File: src/logic/hdd_pkg.sv
package hdd_pkg;

  // ----------------------------------------------------------------
  // Register map, word index on the bus (byte address = 4 * index)
  // ----------------------------------------------------------------
  localparam logic [2:0] REG_CTRL = 3'h0;
  localparam logic [2:0] REG_RX_BASE = 3'h1;
  localparam logic [2:0] REG_TX_BASE = 3'h2;
  localparam logic [2:0] REG_POLL = 3'h3;
  localparam logic [2:0] REG_STATUS = 3'h4;

  localparam int CTRL_RX_EN = 0;
  localparam int CTRL_TX_EN = 1;
  localparam int CTRL_CHAIN = 2;
  localparam logic [2:0] CTRL_RESET = 3'h4;
  localparam int POLL_RX = 0;
  localparam int POLL_TX = 1;
  localparam int STAT_RX_SUSP = 0;
  localparam int STAT_TX_SUSP = 1;
  localparam int STAT_BUSY = 2;
  localparam int STAT_CNT_LSB = 16;

  // ----------------------------------------------------------------
  // Descriptor layout
  // ----------------------------------------------------------------
  localparam int OWN_BIT = 31;
  localparam int FS_BIT = 30;
  localparam int LS_BIT = 29;
  localparam int IPE_BIT = 28;
  localparam int TCP_SUM_FAULT_BIT = 27;
  localparam int UDP_SUM_FAULT_BIT = 26;
  localparam int ES_BIT = 25;
  localparam int WRAP_BIT = 25;
  localparam int SIZE_MSB = 11;
  localparam int FL_MSB = 10;
  localparam logic [1:0] W_STAT = 2'h0;
  localparam logic [1:0] W_CTL = 2'h1;
  localparam logic [1:0] W_BUF = 2'h2;
  localparam logic [1:0] W_NEXT = 2'h3;
  localparam logic [31:0] WORD_BYTES = 32'h0000_0004;
  localparam logic [11:0] SIZE_STEP = 12'h004;
  localparam logic [9:0] ONE_WORD = 10'h001;

  typedef enum logic [11:0] {
    S_IDLE  = 12'h001,
    S_FETCH = 12'h002,
    S_LD1   = 12'h004,
    S_LD2   = 12'h008,
    S_LD3   = 12'h010,
    S_MOVE  = 12'h020,
    S_XFER  = 12'h040,
    S_TXOUT = 12'h080,
    S_DROP  = 12'h100,
    S_CLOSE = 12'h200,
    S_NX0   = 12'h400,
    S_NX1   = 12'h800
  } hdd_state_t;

  typedef struct packed {
    logic req;
    logic we;
    logic [31:0] addr;
    logic [31:0] wdata;
  } hdd_mem_req_t;

  typedef struct packed {
    logic [10:0] len;
    logic crc_err;
    logic too_long;
    logic runt;
    logic ip_err;
    logic tcp_err;
    logic udp_err;
  } hdd_rx_stat_t;

  typedef struct packed {
    logic valid;
    logic last;
    logic [31:0] data;
    hdd_rx_stat_t stat;
  } hdd_rx_in_t;

  typedef struct packed {
    logic valid;
    logic last;
    logic [31:0] data;
  } hdd_tx_out_t;

endpackage

File: src/logic/hdd_dma.sv
// Decided for this implementation: the register addresses and the Avalon-MM interface to the registers.
`timescale 1ns/1ps
`default_nettype none

module hdd_dma #(
  parameter int unsigned MEM_DEPTH = 8
) (
  input wire logic core_clk,
  input wire logic reset,
  input wire logic [2:0] avs_address,
  input wire logic avs_read,
  input wire logic avs_write,
  input wire logic [31:0] avs_writedata,
  input wire logic [3:0] avs_byteenable,
  output logic [31:0] avs_readdata,
  output logic avs_waitrequest,
  output hdd_pkg::hdd_mem_req_t mem_req,
  input wire logic mem_ack,
  input wire logic [31:0] mem_rdata,
  input wire hdd_pkg::hdd_rx_in_t rx_in,
  output logic rx_ready,
  output hdd_pkg::hdd_tx_out_t tx_out,
  input wire logic tx_ready
);
  import hdd_pkg::*;

  localparam int IW = $clog2(MEM_DEPTH);

  if (MEM_DEPTH < 8) begin : g_depth_check
    $error("MEM_DEPTH must hold two descriptors of four words");
  end

  // ----------------------------------------------------------------
  // State
  // ----------------------------------------------------------------
  hdd_state_t st_q, st_d;
  logic dir_q, dir_d;
  logic [1:0] w_q, w_d;
  logic [2:0] ctrl_q, ctrl_d;
  logic [31:0] rx_base_q, rx_base_d, tx_base_q, tx_base_d;
  logic [31:0] cur_rx_q, cur_rx_d, cur_tx_q, cur_tx_d;
  logic rx_susp_q, rx_susp_d, tx_susp_q, tx_susp_d;
  logic [31:0] ptr_q, ptr_d;
  logic [11:0] rem_q, rem_d;
  logic wrap_q, wrap_d, txlast_q, txlast_d;
  logic in_frame_q, in_frame_d, dfs_q, dfs_d, dls_q, dls_d, err_q, err_d;
  hdd_rx_stat_t stat_q, stat_d;
  logic [15:0] frames_q, frames_d;
  hdd_mem_req_t mem_q, mem_d;
  logic rx_ready_q, rx_ready_d;
  hdd_tx_out_t tx_q, tx_d;
  logic [31:0] rdata_q, rdata_d;
  logic wait_q, wait_d;

  logic [31:0] cur;
  logic [31:0] close_word;
  logic dm_we;
  logic [IW-1:0] dm_waddr, dm_raddr;
  logic [31:0] dm_rdata;
  logic csr_wr;

  assign cur = dir_q ? cur_tx_q : cur_rx_q;
  assign csr_wr = avs_write && !wait_q;
  assign dm_waddr = IW'({dir_q, w_q});
  assign dm_raddr = (st_q == S_LD1) ? IW'({dir_q, W_CTL}) :
                    (st_q == S_LD2) ? IW'({dir_q, W_BUF}) : IW'({dir_q, W_NEXT});

  hdd_desc_mem #(.WIDTH(32), .DEPTH(MEM_DEPTH)) u_desc_mem (
    .core_clk(core_clk),
    .reset(reset),
    .we(dm_we),
    .waddr(dm_waddr),
    .wdata(mem_rdata),
    .raddr(dm_raddr),
    .rdata_q(dm_rdata)
  );

  function automatic logic [31:0] be_merge(input logic [31:0] o, input logic [31:0] n,
                                           input logic [3:0] be);
    logic [31:0] r;
    r = o;
    for (int i = 0; i < 4; i++) begin
      if (be[i]) begin
        r[8*i +: 8] = n[8*i +: 8];
      end
    end
    return r;
  endfunction

  // ----------------------------------------------------------------
  // Status word written back on close
  // ----------------------------------------------------------------
  always_comb begin
    close_word = '0;
    close_word[OWN_BIT] = 1'b0;
    if (!dir_q) begin
      close_word[FS_BIT] = dfs_q;
      close_word[LS_BIT] = dls_q;
      if (dls_q) begin
        close_word[IPE_BIT] = stat_q.ip_err;
        close_word[TCP_SUM_FAULT_BIT] = stat_q.tcp_err;
        close_word[UDP_SUM_FAULT_BIT] = stat_q.udp_err;
        close_word[ES_BIT] = stat_q.crc_err | stat_q.too_long | stat_q.runt | err_q;
        close_word[FL_MSB:0] = stat_q.len;
      end
    end
  end

  // ----------------------------------------------------------------
  // Next state
  // ----------------------------------------------------------------
  always_comb begin
    st_d = st_q;
    dir_d = dir_q;
    w_d = w_q;
    ctrl_d = ctrl_q;
    rx_base_d = rx_base_q;
    tx_base_d = tx_base_q;
    cur_rx_d = cur_rx_q;
    cur_tx_d = cur_tx_q;
    rx_susp_d = rx_susp_q;
    tx_susp_d = tx_susp_q;
    ptr_d = ptr_q;
    rem_d = rem_q;
    wrap_d = wrap_q;
    txlast_d = txlast_q;
    in_frame_d = in_frame_q;
    dfs_d = dfs_q;
    dls_d = dls_q;
    err_d = err_q;
    stat_d = stat_q;
    frames_d = frames_q;
    mem_d = mem_q;
    rx_ready_d = 1'b0;
    tx_d = tx_q;
    rdata_d = rdata_q;
    wait_d = 1'b1;
    dm_we = 1'b0;

    // Bus slave: one wait cycle, then the answer
    if ((avs_read || avs_write) && wait_q) begin
      wait_d = 1'b0;
      rdata_d = '0;
      if (avs_read) begin
        unique case (avs_address)
          REG_CTRL: rdata_d[2:0] = ctrl_q;
          REG_RX_BASE: rdata_d = rx_base_q;
          REG_TX_BASE: rdata_d = tx_base_q;
          REG_STATUS: begin
            rdata_d[STAT_RX_SUSP] = rx_susp_q;
            rdata_d[STAT_TX_SUSP] = tx_susp_q;
            rdata_d[STAT_BUSY] = (st_q != S_IDLE);
            rdata_d[STAT_CNT_LSB +: 16] = frames_q;
          end
          default: rdata_d = '0;
        endcase
      end
    end
    if (csr_wr) begin
      unique case (avs_address)
        REG_CTRL: if (avs_byteenable[0]) ctrl_d = avs_writedata[2:0];
        REG_RX_BASE: begin
          rx_base_d = be_merge(rx_base_q, avs_writedata, avs_byteenable);
          cur_rx_d = rx_base_d;
          rx_susp_d = 1'b0;
        end
        REG_TX_BASE: begin
          tx_base_d = be_merge(tx_base_q, avs_writedata, avs_byteenable);
          cur_tx_d = tx_base_d;
          tx_susp_d = 1'b0;
        end
        REG_POLL: if (avs_byteenable[0]) begin
          if (avs_writedata[POLL_RX]) rx_susp_d = 1'b0;
          if (avs_writedata[POLL_TX]) tx_susp_d = 1'b0;
        end
        default: ;
      endcase
    end

    // Descriptor engine; its suspend sets come after the clears and win
    unique case (st_q)
      S_IDLE: begin
        if (ctrl_q[CTRL_RX_EN] && !rx_susp_q && (in_frame_q || rx_in.valid)) begin
          dir_d = 1'b0;
          w_d = W_STAT;
          st_d = S_FETCH;
        end else if (ctrl_q[CTRL_TX_EN] && !tx_susp_q) begin
          dir_d = 1'b1;
          w_d = W_STAT;
          st_d = S_FETCH;
        end
      end
      S_FETCH: begin
        if (mem_ack) begin
          mem_d.req = 1'b0;
          dm_we = 1'b1;
          if (w_q == W_STAT && !mem_rdata[OWN_BIT]) begin
            if (dir_q) tx_susp_d = 1'b1;
            else rx_susp_d = 1'b1;
            st_d = S_IDLE;
          end else if (w_q == W_NEXT) begin
            st_d = S_LD1;
          end else begin
            if (w_q == W_STAT) txlast_d = mem_rdata[LS_BIT];
            w_d = w_q + 2'h1;
          end
        end else if (!mem_q.req) begin
          mem_d = '{req: 1'b1, we: 1'b0, addr: cur + 32'({w_q, 2'b00}), wdata: '0};
        end
      end
      S_LD1: st_d = S_LD2;
      S_LD2: begin
        rem_d = dm_rdata[SIZE_MSB:0];
        wrap_d = dm_rdata[WRAP_BIT];
        st_d = S_LD3;
      end
      S_LD3: begin
        ptr_d = dm_rdata;
        st_d = (rem_q[11:2] == '0) ? S_NX0 : S_MOVE;
      end
      S_MOVE: begin
        if (!dir_q) begin
          rx_ready_d = 1'b1;
          if (rx_in.valid && rx_ready_q) begin
            rx_ready_d = 1'b0;
            mem_d = '{req: 1'b1, we: 1'b1, addr: ptr_q, wdata: rx_in.data};
            if (!in_frame_q) begin
              in_frame_d = 1'b1;
              dfs_d = 1'b1;
            end
            dls_d = rx_in.last;
            stat_d = rx_in.stat;
            st_d = S_XFER;
          end
        end else if (rem_q[11:2] == '0) begin
          st_d = S_CLOSE;
        end else begin
          mem_d = '{req: 1'b1, we: 1'b0, addr: ptr_q, wdata: '0};
          st_d = S_XFER;
        end
      end
      S_XFER: begin
        if (mem_ack) begin
          mem_d.req = 1'b0;
          ptr_d = ptr_q + WORD_BYTES;
          rem_d = rem_q - SIZE_STEP;
          if (dir_q) begin
            tx_d = '{valid: 1'b1, last: txlast_q && rem_q[11:2] == ONE_WORD, data: mem_rdata};
            st_d = S_TXOUT;
          end else if (dls_q) begin
            st_d = S_CLOSE;
          end else if (rem_q[11:2] == ONE_WORD) begin
            if (ctrl_q[CTRL_CHAIN]) begin
              st_d = S_CLOSE;
            end else begin
              err_d = 1'b1;
              st_d = S_DROP;
            end
          end else begin
            st_d = S_MOVE;
          end
        end
      end
      S_TXOUT: begin
        if (tx_ready && tx_q.valid) begin
          tx_d.valid = 1'b0;
          tx_d.last = 1'b0;
          st_d = S_MOVE;
        end
      end
      S_DROP: begin
        rx_ready_d = 1'b1;
        if (rx_in.valid && rx_ready_q) begin
          rx_ready_d = 1'b0;
          if (rx_in.last) begin
            dls_d = 1'b1;
            stat_d = rx_in.stat;
            st_d = S_CLOSE;
          end
        end
      end
      S_CLOSE: begin
        if (mem_ack) begin
          mem_d.req = 1'b0;
          if (!dir_q && dls_q) begin
            frames_d = frames_q + 16'h0001;
            in_frame_d = 1'b0;
          end
          dfs_d = 1'b0;
          dls_d = 1'b0;
          err_d = 1'b0;
          st_d = S_NX0;
        end else if (!mem_q.req) begin
          mem_d = '{req: 1'b1, we: 1'b1, addr: cur, wdata: close_word};
        end
      end
      S_NX0: st_d = S_NX1;
      S_NX1: begin
        if (dir_q) cur_tx_d = wrap_q ? tx_base_q : dm_rdata;
        else cur_rx_d = wrap_q ? rx_base_q : dm_rdata;
        st_d = S_IDLE;
      end
      default: st_d = S_IDLE;
    endcase
  end

  // ----------------------------------------------------------------
  // Registers
  // ----------------------------------------------------------------
  always_ff @(posedge core_clk or posedge reset) begin
    if (reset) begin
      st_q <= S_IDLE;
      dir_q <= 1'b0;
      w_q <= W_STAT;
      ctrl_q <= CTRL_RESET;
      rx_base_q <= '0;
      tx_base_q <= '0;
      cur_rx_q <= '0;
      cur_tx_q <= '0;
      rx_susp_q <= 1'b0;
      tx_susp_q <= 1'b0;
      ptr_q <= '0;
      rem_q <= '0;
      wrap_q <= 1'b0;
      txlast_q <= 1'b0;
      in_frame_q <= 1'b0;
      dfs_q <= 1'b0;
      dls_q <= 1'b0;
      err_q <= 1'b0;
      stat_q <= '0;
      frames_q <= '0;
      mem_q <= '0;
      rx_ready_q <= 1'b0;
      tx_q <= '0;
      rdata_q <= '0;
      wait_q <= 1'b1;
    end else begin
      st_q <= st_d;
      dir_q <= dir_d;
      w_q <= w_d;
      ctrl_q <= ctrl_d;
      rx_base_q <= rx_base_d;
      tx_base_q <= tx_base_d;
      cur_rx_q <= cur_rx_d;
      cur_tx_q <= cur_tx_d;
      rx_susp_q <= rx_susp_d;
      tx_susp_q <= tx_susp_d;
      ptr_q <= ptr_d;
      rem_q <= rem_d;
      wrap_q <= wrap_d;
      txlast_q <= txlast_d;
      in_frame_q <= in_frame_d;
      dfs_q <= dfs_d;
      dls_q <= dls_d;
      err_q <= err_d;
      stat_q <= stat_d;
      frames_q <= frames_d;
      mem_q <= mem_d;
      rx_ready_q <= rx_ready_d;
      tx_q <= tx_d;
      rdata_q <= rdata_d;
      wait_q <= wait_d;
    end
  end

  assign avs_readdata = rdata_q;
  assign avs_waitrequest = wait_q;
  assign mem_req = mem_q;
  assign rx_ready = rx_ready_q;
  assign tx_out = tx_q;
endmodule

`default_nettype wire

File: src/logic/hdd_desc_mem.sv
`timescale 1ns/1ps
`default_nettype none

module hdd_desc_mem #(
  parameter int unsigned WIDTH = 32,
  parameter int unsigned DEPTH = 8
) (
  input wire logic core_clk,
  input wire logic reset,
  input wire logic we,
  input wire logic [$clog2(DEPTH)-1:0] waddr,
  input wire logic [WIDTH-1:0] wdata,
  input wire logic [$clog2(DEPTH)-1:0] raddr,
  output logic [WIDTH-1:0] rdata_q
);
  logic [WIDTH-1:0] mem [DEPTH];

  always_ff @(posedge core_clk) begin
    if (we) begin
      mem[waddr] <= wdata;
    end
  end

  always_ff @(posedge core_clk or posedge reset) begin
    if (reset) begin
      rdata_q <= '0;
    end else begin
      rdata_q <= mem[raddr];
    end
  end
endmodule

`default_nettype wire

File: config.mk
export PLATFORM = sky130hd
export DESIGN_NAME = hdd_dma
export DESIGN_NICKNAME = d
export VERILOG_FILES = /design/src/logic/hdd_pkg.sv /design/src/logic/hdd_dma.sv /design/src/logic/hdd_desc_mem.sv
export SDC_FILE = /design/constraint.sdc
export NUM_CORES = 1
export LEC_CHECK = 0
export ABC_AREA = 1
export BUFFER_PORTS_ARGS = -buffer_cell sky130_fd_sc_hd__buf_2
export CORE_MARGIN = 5
export CORE_UTILIZATION = 33
export CTS_CLUSTER_DIAMETER = 200
export DETAILED_ROUTE_END_ITERATION = 10
export HOLD_SLACK_MARGIN = 0.03
export PLACE_DENSITY_LB_ADDON = 0.05
export SLEW_MARGIN = 20
export SYNTH_ARGS = -nofsm -noshare
export SYNTH_HDL_FRONTEND = slang
export SYNTH_SLANG_ARGS = --single-unit
File: constraint.sdc
create_clock -name core_clk -period 19.8 [get_ports core_clk]
set_input_delay 3.96 -clock core_clk [delete_from_list [all_inputs] [get_ports core_clk]]
set_output_delay 3.96 -clock core_clk [all_outputs]
set_load 0.02 [all_outputs]
==> results.sh, run 1 <==
export IMPL_status="finished, final reports clean"
export IMPL_ant_nets=0
export IMPL_antenna_found_initial=5
export IMPL_finalWirelength_um=99900
export IMPL_power_leakage_nw=15.19
export IMPL_slew_headroom_pct=24.01
export IMPL_syn_cell_area_um2=28110
export IMPL_io_buffers=261
export IMPL_cts_tree="yes"
export IMPL_power_w=0.004135
export IMPL_clkTransAtPathRegs_ns=0.06
export IMPL_hpwl_um=68830
export IMPL_wl_met3_um=4615
export IMPL_clkLatencyLatePin_ns=0.63
export IMPL_setup_viol=0
export IMPL_drv_cap=0
export IMPL_grt_pass1_wl_um=150600
export IMPL_pin_count=262
export IMPL_finClkSkew_ns=0.03006
export IMPL_powerDensity_nw_per_um2=125.7
export IMPL_fp_dieW_um=301.9
export IMPL_grt_pass1_vias=23580
export IMPL_yosys_register_bits=587
export IMPL_via_per_inst=5.029
export IMPL_root_buffer="clkbuf_16"
export IMPL_seq_area_frac_synth_pct=55.69
export IMPL_cts_setup_buffers=0
export IMPL_cts_num_sinks=587
export IMPL_post_drt_wl_per_cell_um=21.33
export IMPL_final_cell_mix="nand2_1, dfrtp_1, nor2_1"
export IMPL_ctsHtreeMaxLevel=3
export IMPL_track_usage_pct=21.66
export IMPL_crit_type="in -> reg"
export IMPL_fin_crit_sh_pct=31.38
export IMPL_drt_pass1_iter_count=5
export IMPL_pre_cts_ws_ns=13.02
export IMPL_final_common_cell="nand2_1"
export IMPL_min_period_ns=6.214
export IMPL_layout_nets=3619
export IMPL_arrival_ns=6.68
export IMPL_timing_hold_violations_final=0
export IMPL_yosysUniqueCellTypes=55
export IMPL_drc=0
export IMPL_numCtsBuffers=72
export IMPL_wl_met1_um=44390
export IMPL_yosys_warnings=0
export IMPL_drive_gt1_share_pct=13.91
export IMPL_synth_top_area_share_pct=34.90
export IMPL_setup_slack_ns=13.59
export IMPL_grt_start_max_net_pins=141
export IMPL_route_met2_wl_um=48440
export IMPL_place_gp_congestion=0.8886
export IMPL_worstSetupStartpointType="input port"
export IMPL_cts_hold_buf=0
export IMPL_fp_row_count=107
export IMPL_syn_to_final_growth_pct=17.01
export IMPL_yosys_top_cells_area="dfrtp_1, edfxtp_1, nand2_1"
export IMPL_irDropWorstVdd_v=0.00006462
export IMPL_synth_top_cell_by_area="dfrtp_1"
export IMPL_fp_dieH_um=301.9
export IMPL_die_area_um2=91110
export IMPL_clock_path_buffers=3
export IMPL_worstMarginPinSlew_ns=1.128
export IMPL_core_area_um2=84880
export IMPL_synth_edf_count=192
export IMPL_gr_total_overflow=0
export IMPL_endpoint_kind="register"
export IMPL_drt_iter0_drc=1672
export IMPL_ctsResizeCount=0
export IMPL_dr_max_layer_used="met5"
export IMPL_async_flop_share_pct=67.29
export IMPL_critPathRequiredTime_ns=20.27
export IMPL_syn_avg_cell_area_um2=8.598
export IMPL_rsz0062_at_grt="no"
export IMPL_synthesis_nets=3407
export IMPL_path_max_fanout=88
export IMPL_synthFlopType="dfrtp_1"
export IMPL_fmax_ghz=0.1609
export IMPL_postSynthCellCount=3269
export IMPL_whs_ns=0.4710
export IMPL_maxSlewViolCount=0
export IMPL_vias=23550
export IMPL_hold_path_class="reg -> reg"
export IMPL_tns_ns=0
export IMPL_final_util_pct=38.75
export IMPL_floorplan_initialDensity_pct=33.12
sequential cells by signal, summed over array words and instances (netlist names), 3 cells and up:
register,count
u_desc_mem.mem,192
mem_req,66
tx_out,34
avs_readdata,32
cur_rx_q,32
cur_tx_q,32
ptr_q,32
rx_base_q,32
tx_base_q,32
u_desc_mem.rdata_q,32
stat_q,17
frames_q,16
st_q,12
rem_q,10
ctrl_q,3
worst paths after layout:
path | startpoint | to | slack (ns) | depth (start not counted)
setup / recovery | avs_address[2] | cur_tx_q[5] | 13.59 | 13
hold / removal | frames_q[7] | frames_q[7] | 0.47 | 1
setup reg to reg | dir_q | mem_req[46] | 16.00 | 13
hold reg to reg | frames_q[7] | frames_q[7] | 0.47 | 1
max in group asynchronous | reset | frames_q[13] | 14.39 | 4
min in group asynchronous | reset | mem_req[23] | 3.44 | 2
metrics by stage:
step | cell area (um2) | cells
finish | 32890 | 4683
global route | 32890 | 4682
CTS | 32890 | 4682
detailed placement | 30480 | 4551
global placement | 30480 | 4551
floorplan | 28110 | 3269
cells by family after synthesis:
| group | count (synthesis) | share of synthesized area (%) |
|---|---|---|
| DFF | 587 | 55.69 |
| xor gates and xnor gates | 28 | 0.8725 |
| buffers and inverters | 474 | 6.793 |
| and+or+nand+nor | 1484 | 21.64 |
| AOI/OAI and AO/OA | 655 | 13.00 |
| muxes | 31 | 1.531 |
| adders and majority gates | 10 | 0.4719 |
worst max-delay path, cell delays in order:
cell and delay (ns):
buf_2 0.12, inv_1 0.05, nand2_1 0.09, nor2_1 0.18, inv_1 0.06, buf_4 0.27
nor2_4 0.12, buf_4 0.68, clkinv_1 0.68, nand2_1 0.20, nand2_1 0.07, nor2_1 0.10
a31oi_1 0.05
layer usage:
layer | GRT usage [%] | vias to the layer above
li1 | - | 11290
met1 | 29.50 | 11440
met2 | 36.80 | 676
met3 | 3.072 | 142
met4 | 5.119 | 2
met5 | 0 | -
Yosys cell counts, drive strengths merged (3+ instances only):
master   instances
nand2          888
dfrtp          392
nor2           336
o21ai          325
inv            320
nand3          194
edfxtp         192
a21oi          165
buf             78
clkbuf          75
o22ai           49
o31ai           37
nor3            32
mux2            30
a22o            27
xor2            26
a31oi           25
nand4           22
ha               9
o211ai           8
a22oi            4
a221oi           3
dfstp            3
nand3b           3
o2111ai          3
o221ai           3
report_power, final:
| group | switching [W] | total, W | leakage, nW | internal (W) |
|---|---|---|---|---|
| Sequential | 0.000159 | 0.00161 | 6.66 | 0.00145 |
| Combinational | 0.000870 | 0.00119 | 7.35 | 0.000319 |
| Clock | 0.000553 | 0.00134 | 1.18 | 0.000787 |
| Total | 0.00158 | 0.00413 | 15.2 | 0.00255 |
cell type report:
| class | count | area [um2] |
|---|---|---|
| Antenna cell | 1 | 2.502 |
| Timing Repair Buffer | 291 | 1544 |
| Multi-Input combinational cell | 2208 | 10630 |
| Fill cell | 8739 | 51990 |
| Inverter | 321 | 1215 |
| Tap cell | 1144 | 1431 |
| Clock inverter | 25 | 296.5 |
| Clock buffer | 106 | 2111 |
| Sequential cell | 587 | 15660 |
Note: power is estimated with default switching activity, not from simulation.
==> run 2, diff against run 1 <==
Clock period 19.8 ns to 5.85 ns, I/O delays scaled along.
==> run 2 against run 1 <==
- routed wire length is 1.3% higher
- non-clock buffer count stayed put
- clock power grew to 3.4 times the previous value
- die area stayed put
- largest cell class unchanged
- register-to-register slack worse by 14 ns
- count of clock-buffer cells in the layout is 2 lower
==> results.sh, run 2 (synthesized netlist as in run 1, its figures left out) <==
export IMPL_min_period_ns=3.505
export IMPL_powerDensity_nw_per_um2=425.9
export IMPL_slew_headroom_pct=24.88
export IMPL_place_gp_congestion=0.8987
export IMPL_grt_use_met1_pct=29.18
export IMPL_largest_register="u_desc_mem.mem"
export IMPL_placed_cells=4551
export IMPL_crit_slowest_cell="dfrtp_4"
export IMPL_ant_nets=0
export IMPL_final_util_pct=38.73
export IMPL_worstSetupStartpointType="register"
export IMPL_fin_crit_sh_pct=59.91
export IMPL_fp_dieH_um=301.9
export IMPL_layout_nets=3620
export IMPL_fin_cells=4685
export IMPL_grtUsageMet3_pct=3.323
export IMPL_via_per_inst=5.076
export IMPL_post_drt_wl_per_cell_um=21.59
export IMPL_final_common_cell="nand2_1"
export IMPL_root_buffer="clkbuf_16"
export IMPL_largest_reg_flops=192
export IMPL_cts_hold_buf=0
export IMPL_final_cell_mix="nand2_1, dfrtp_1, nor2_1"
export IMPL_grt_pass1_wl_um=151700
export IMPL_whs_ns=0.4631
export IMPL_endpoint_kind="register"
export IMPL_pin_count=262
export IMPL_drc=0
export IMPL_vias=23780
export IMPL_rsz0062_at_grt="no"
export IMPL_floorplan_initialDensity_pct=33.12
export IMPL_setup_slack_ns=2.345
export IMPL_die_area_um2=91110
export IMPL_cts_tree="yes"
export IMPL_crit_family="simple AND/OR/NAND/NOR gates"
export IMPL_syn_to_final_growth_pct=16.97
export IMPL_core_area_um2=84880
export IMPL_fmax_ghz=0.2853
export IMPL_power_w=0.01400
export IMPL_grt_busiest_layer="met2"
export IMPL_nFillCells=8727
export IMPL_arrival_ns=4.00
export IMPL_ctsHtreeMaxLevel=3
export IMPL_crit_type="reg -> reg"
export IMPL_critPathRequiredTime_ns=6.34
export IMPL_crit_chain="inv_4, nand4_1, inv_1, nor2_1, nand3_2, buf_4, nor2_1, a21oi_1"
export IMPL_grtUsageMet2_pct=35.80
export IMPL_finClkSkew_ns=0.03910
export IMPL_path_max_fanout=58
export IMPL_worstMarginPinSlew_ns=1.115
export IMPL_setup_viol=0
export IMPL_pre_cts_ws_ns=2.057
export IMPL_drv_cap=0
export IMPL_grt_start_max_net_pins=153
export IMPL_clock_path_buffers=3
export IMPL_grt_pass1_vias=23930
export IMPL_hold_path_class="reg -> reg"
export IMPL_drive_gt1_share_pct=13.70
export IMPL_ctsResizeCount=0
export IMPL_gr_total_overflow=0
export IMPL_power_leakage_nw=15.19
export IMPL_timing_hold_violations_final=0
export IMPL_irDropWorstVdd_v=0.0002475
export IMPL_status="finished, final reports clean"
export IMPL_drt_iter0_drc=1903
export IMPL_antenna_found_initial=4
export IMPL_fp_row_count=107
export IMPL_cts_num_sinks=587
export IMPL_cts_setup_buffers=0
export IMPL_finalWirelength_um=101200
export IMPL_track_usage_pct=21.88
export IMPL_cpPeakStageDelay_ns=0.87
export IMPL_drt_pass1_iter_count=6
export IMPL_maxSlewViolCount=0
export IMPL_numCtsBuffers=73
export IMPL_cpMostUsedCell="nor2_1"
export IMPL_fp_dieW_um=301.9
export IMPL_clkLatencyLatePin_ns=0.63
export IMPL_io_buffers=261
export IMPL_clkTransAtPathRegs_ns=0.06
export IMPL_hpwl_um=70690
export IMPL_cp_num_buf_inv=3
[run 2: final cells by class]
class	instances	area, um2	share of cell area (%)
flip-flops and latches	587	15660	47.63
multi-input cells	2208	10630	32.32
clock buffers	104	2096	6.374
repair buffers	291	1569	4.772
well taps	1144	1431	4.354
inverters	321	1211	3.684
clock inverters	29	282.8	0.8601
diodes	1	2.502	0.007611
[run 2: per-stage QoR]
step / cell area (um2) / TNS (ns)
finish: 32880 / 0
global route: 32880 / 0
CTS: 32880 / 0
detailed placement: 30500 / 0
global placement: 30500 / 0
floorplan: 28110 / -248.29
[run 2: worst paths after layout]
kind,start,endpoint,slack [ns],cells after the start
hold / removal,frames_q[7],frames_q[7],0.46,1
hold reg to reg,frames_q[7],frames_q[7],0.46,1
setup reg to reg,dir_q,mem_req[63],2.35,8
min in group asynchronous,reset,tx_base_q[24],0.66,2
setup / recovery,dir_q,mem_req[63],2.35,8
max in group asynchronous,reset,dir_q,3.70,3
[run 2: report_power, final]
part	internal, W	leakage [nW]	switching, W
sequential	0.00490	6.66	0.000616
clock	0.00268	1.17	0.00182
combinational	0.00109	7.36	0.00290
total	0.00866	15.2	0.00534
[run 2: routing by layer]
metal	share of wire [%]	up-vias
met5	0.022	-
met4	4.7	4
met3	4.7	176
met2	47	657
met1	44	11670
li1	-	11280
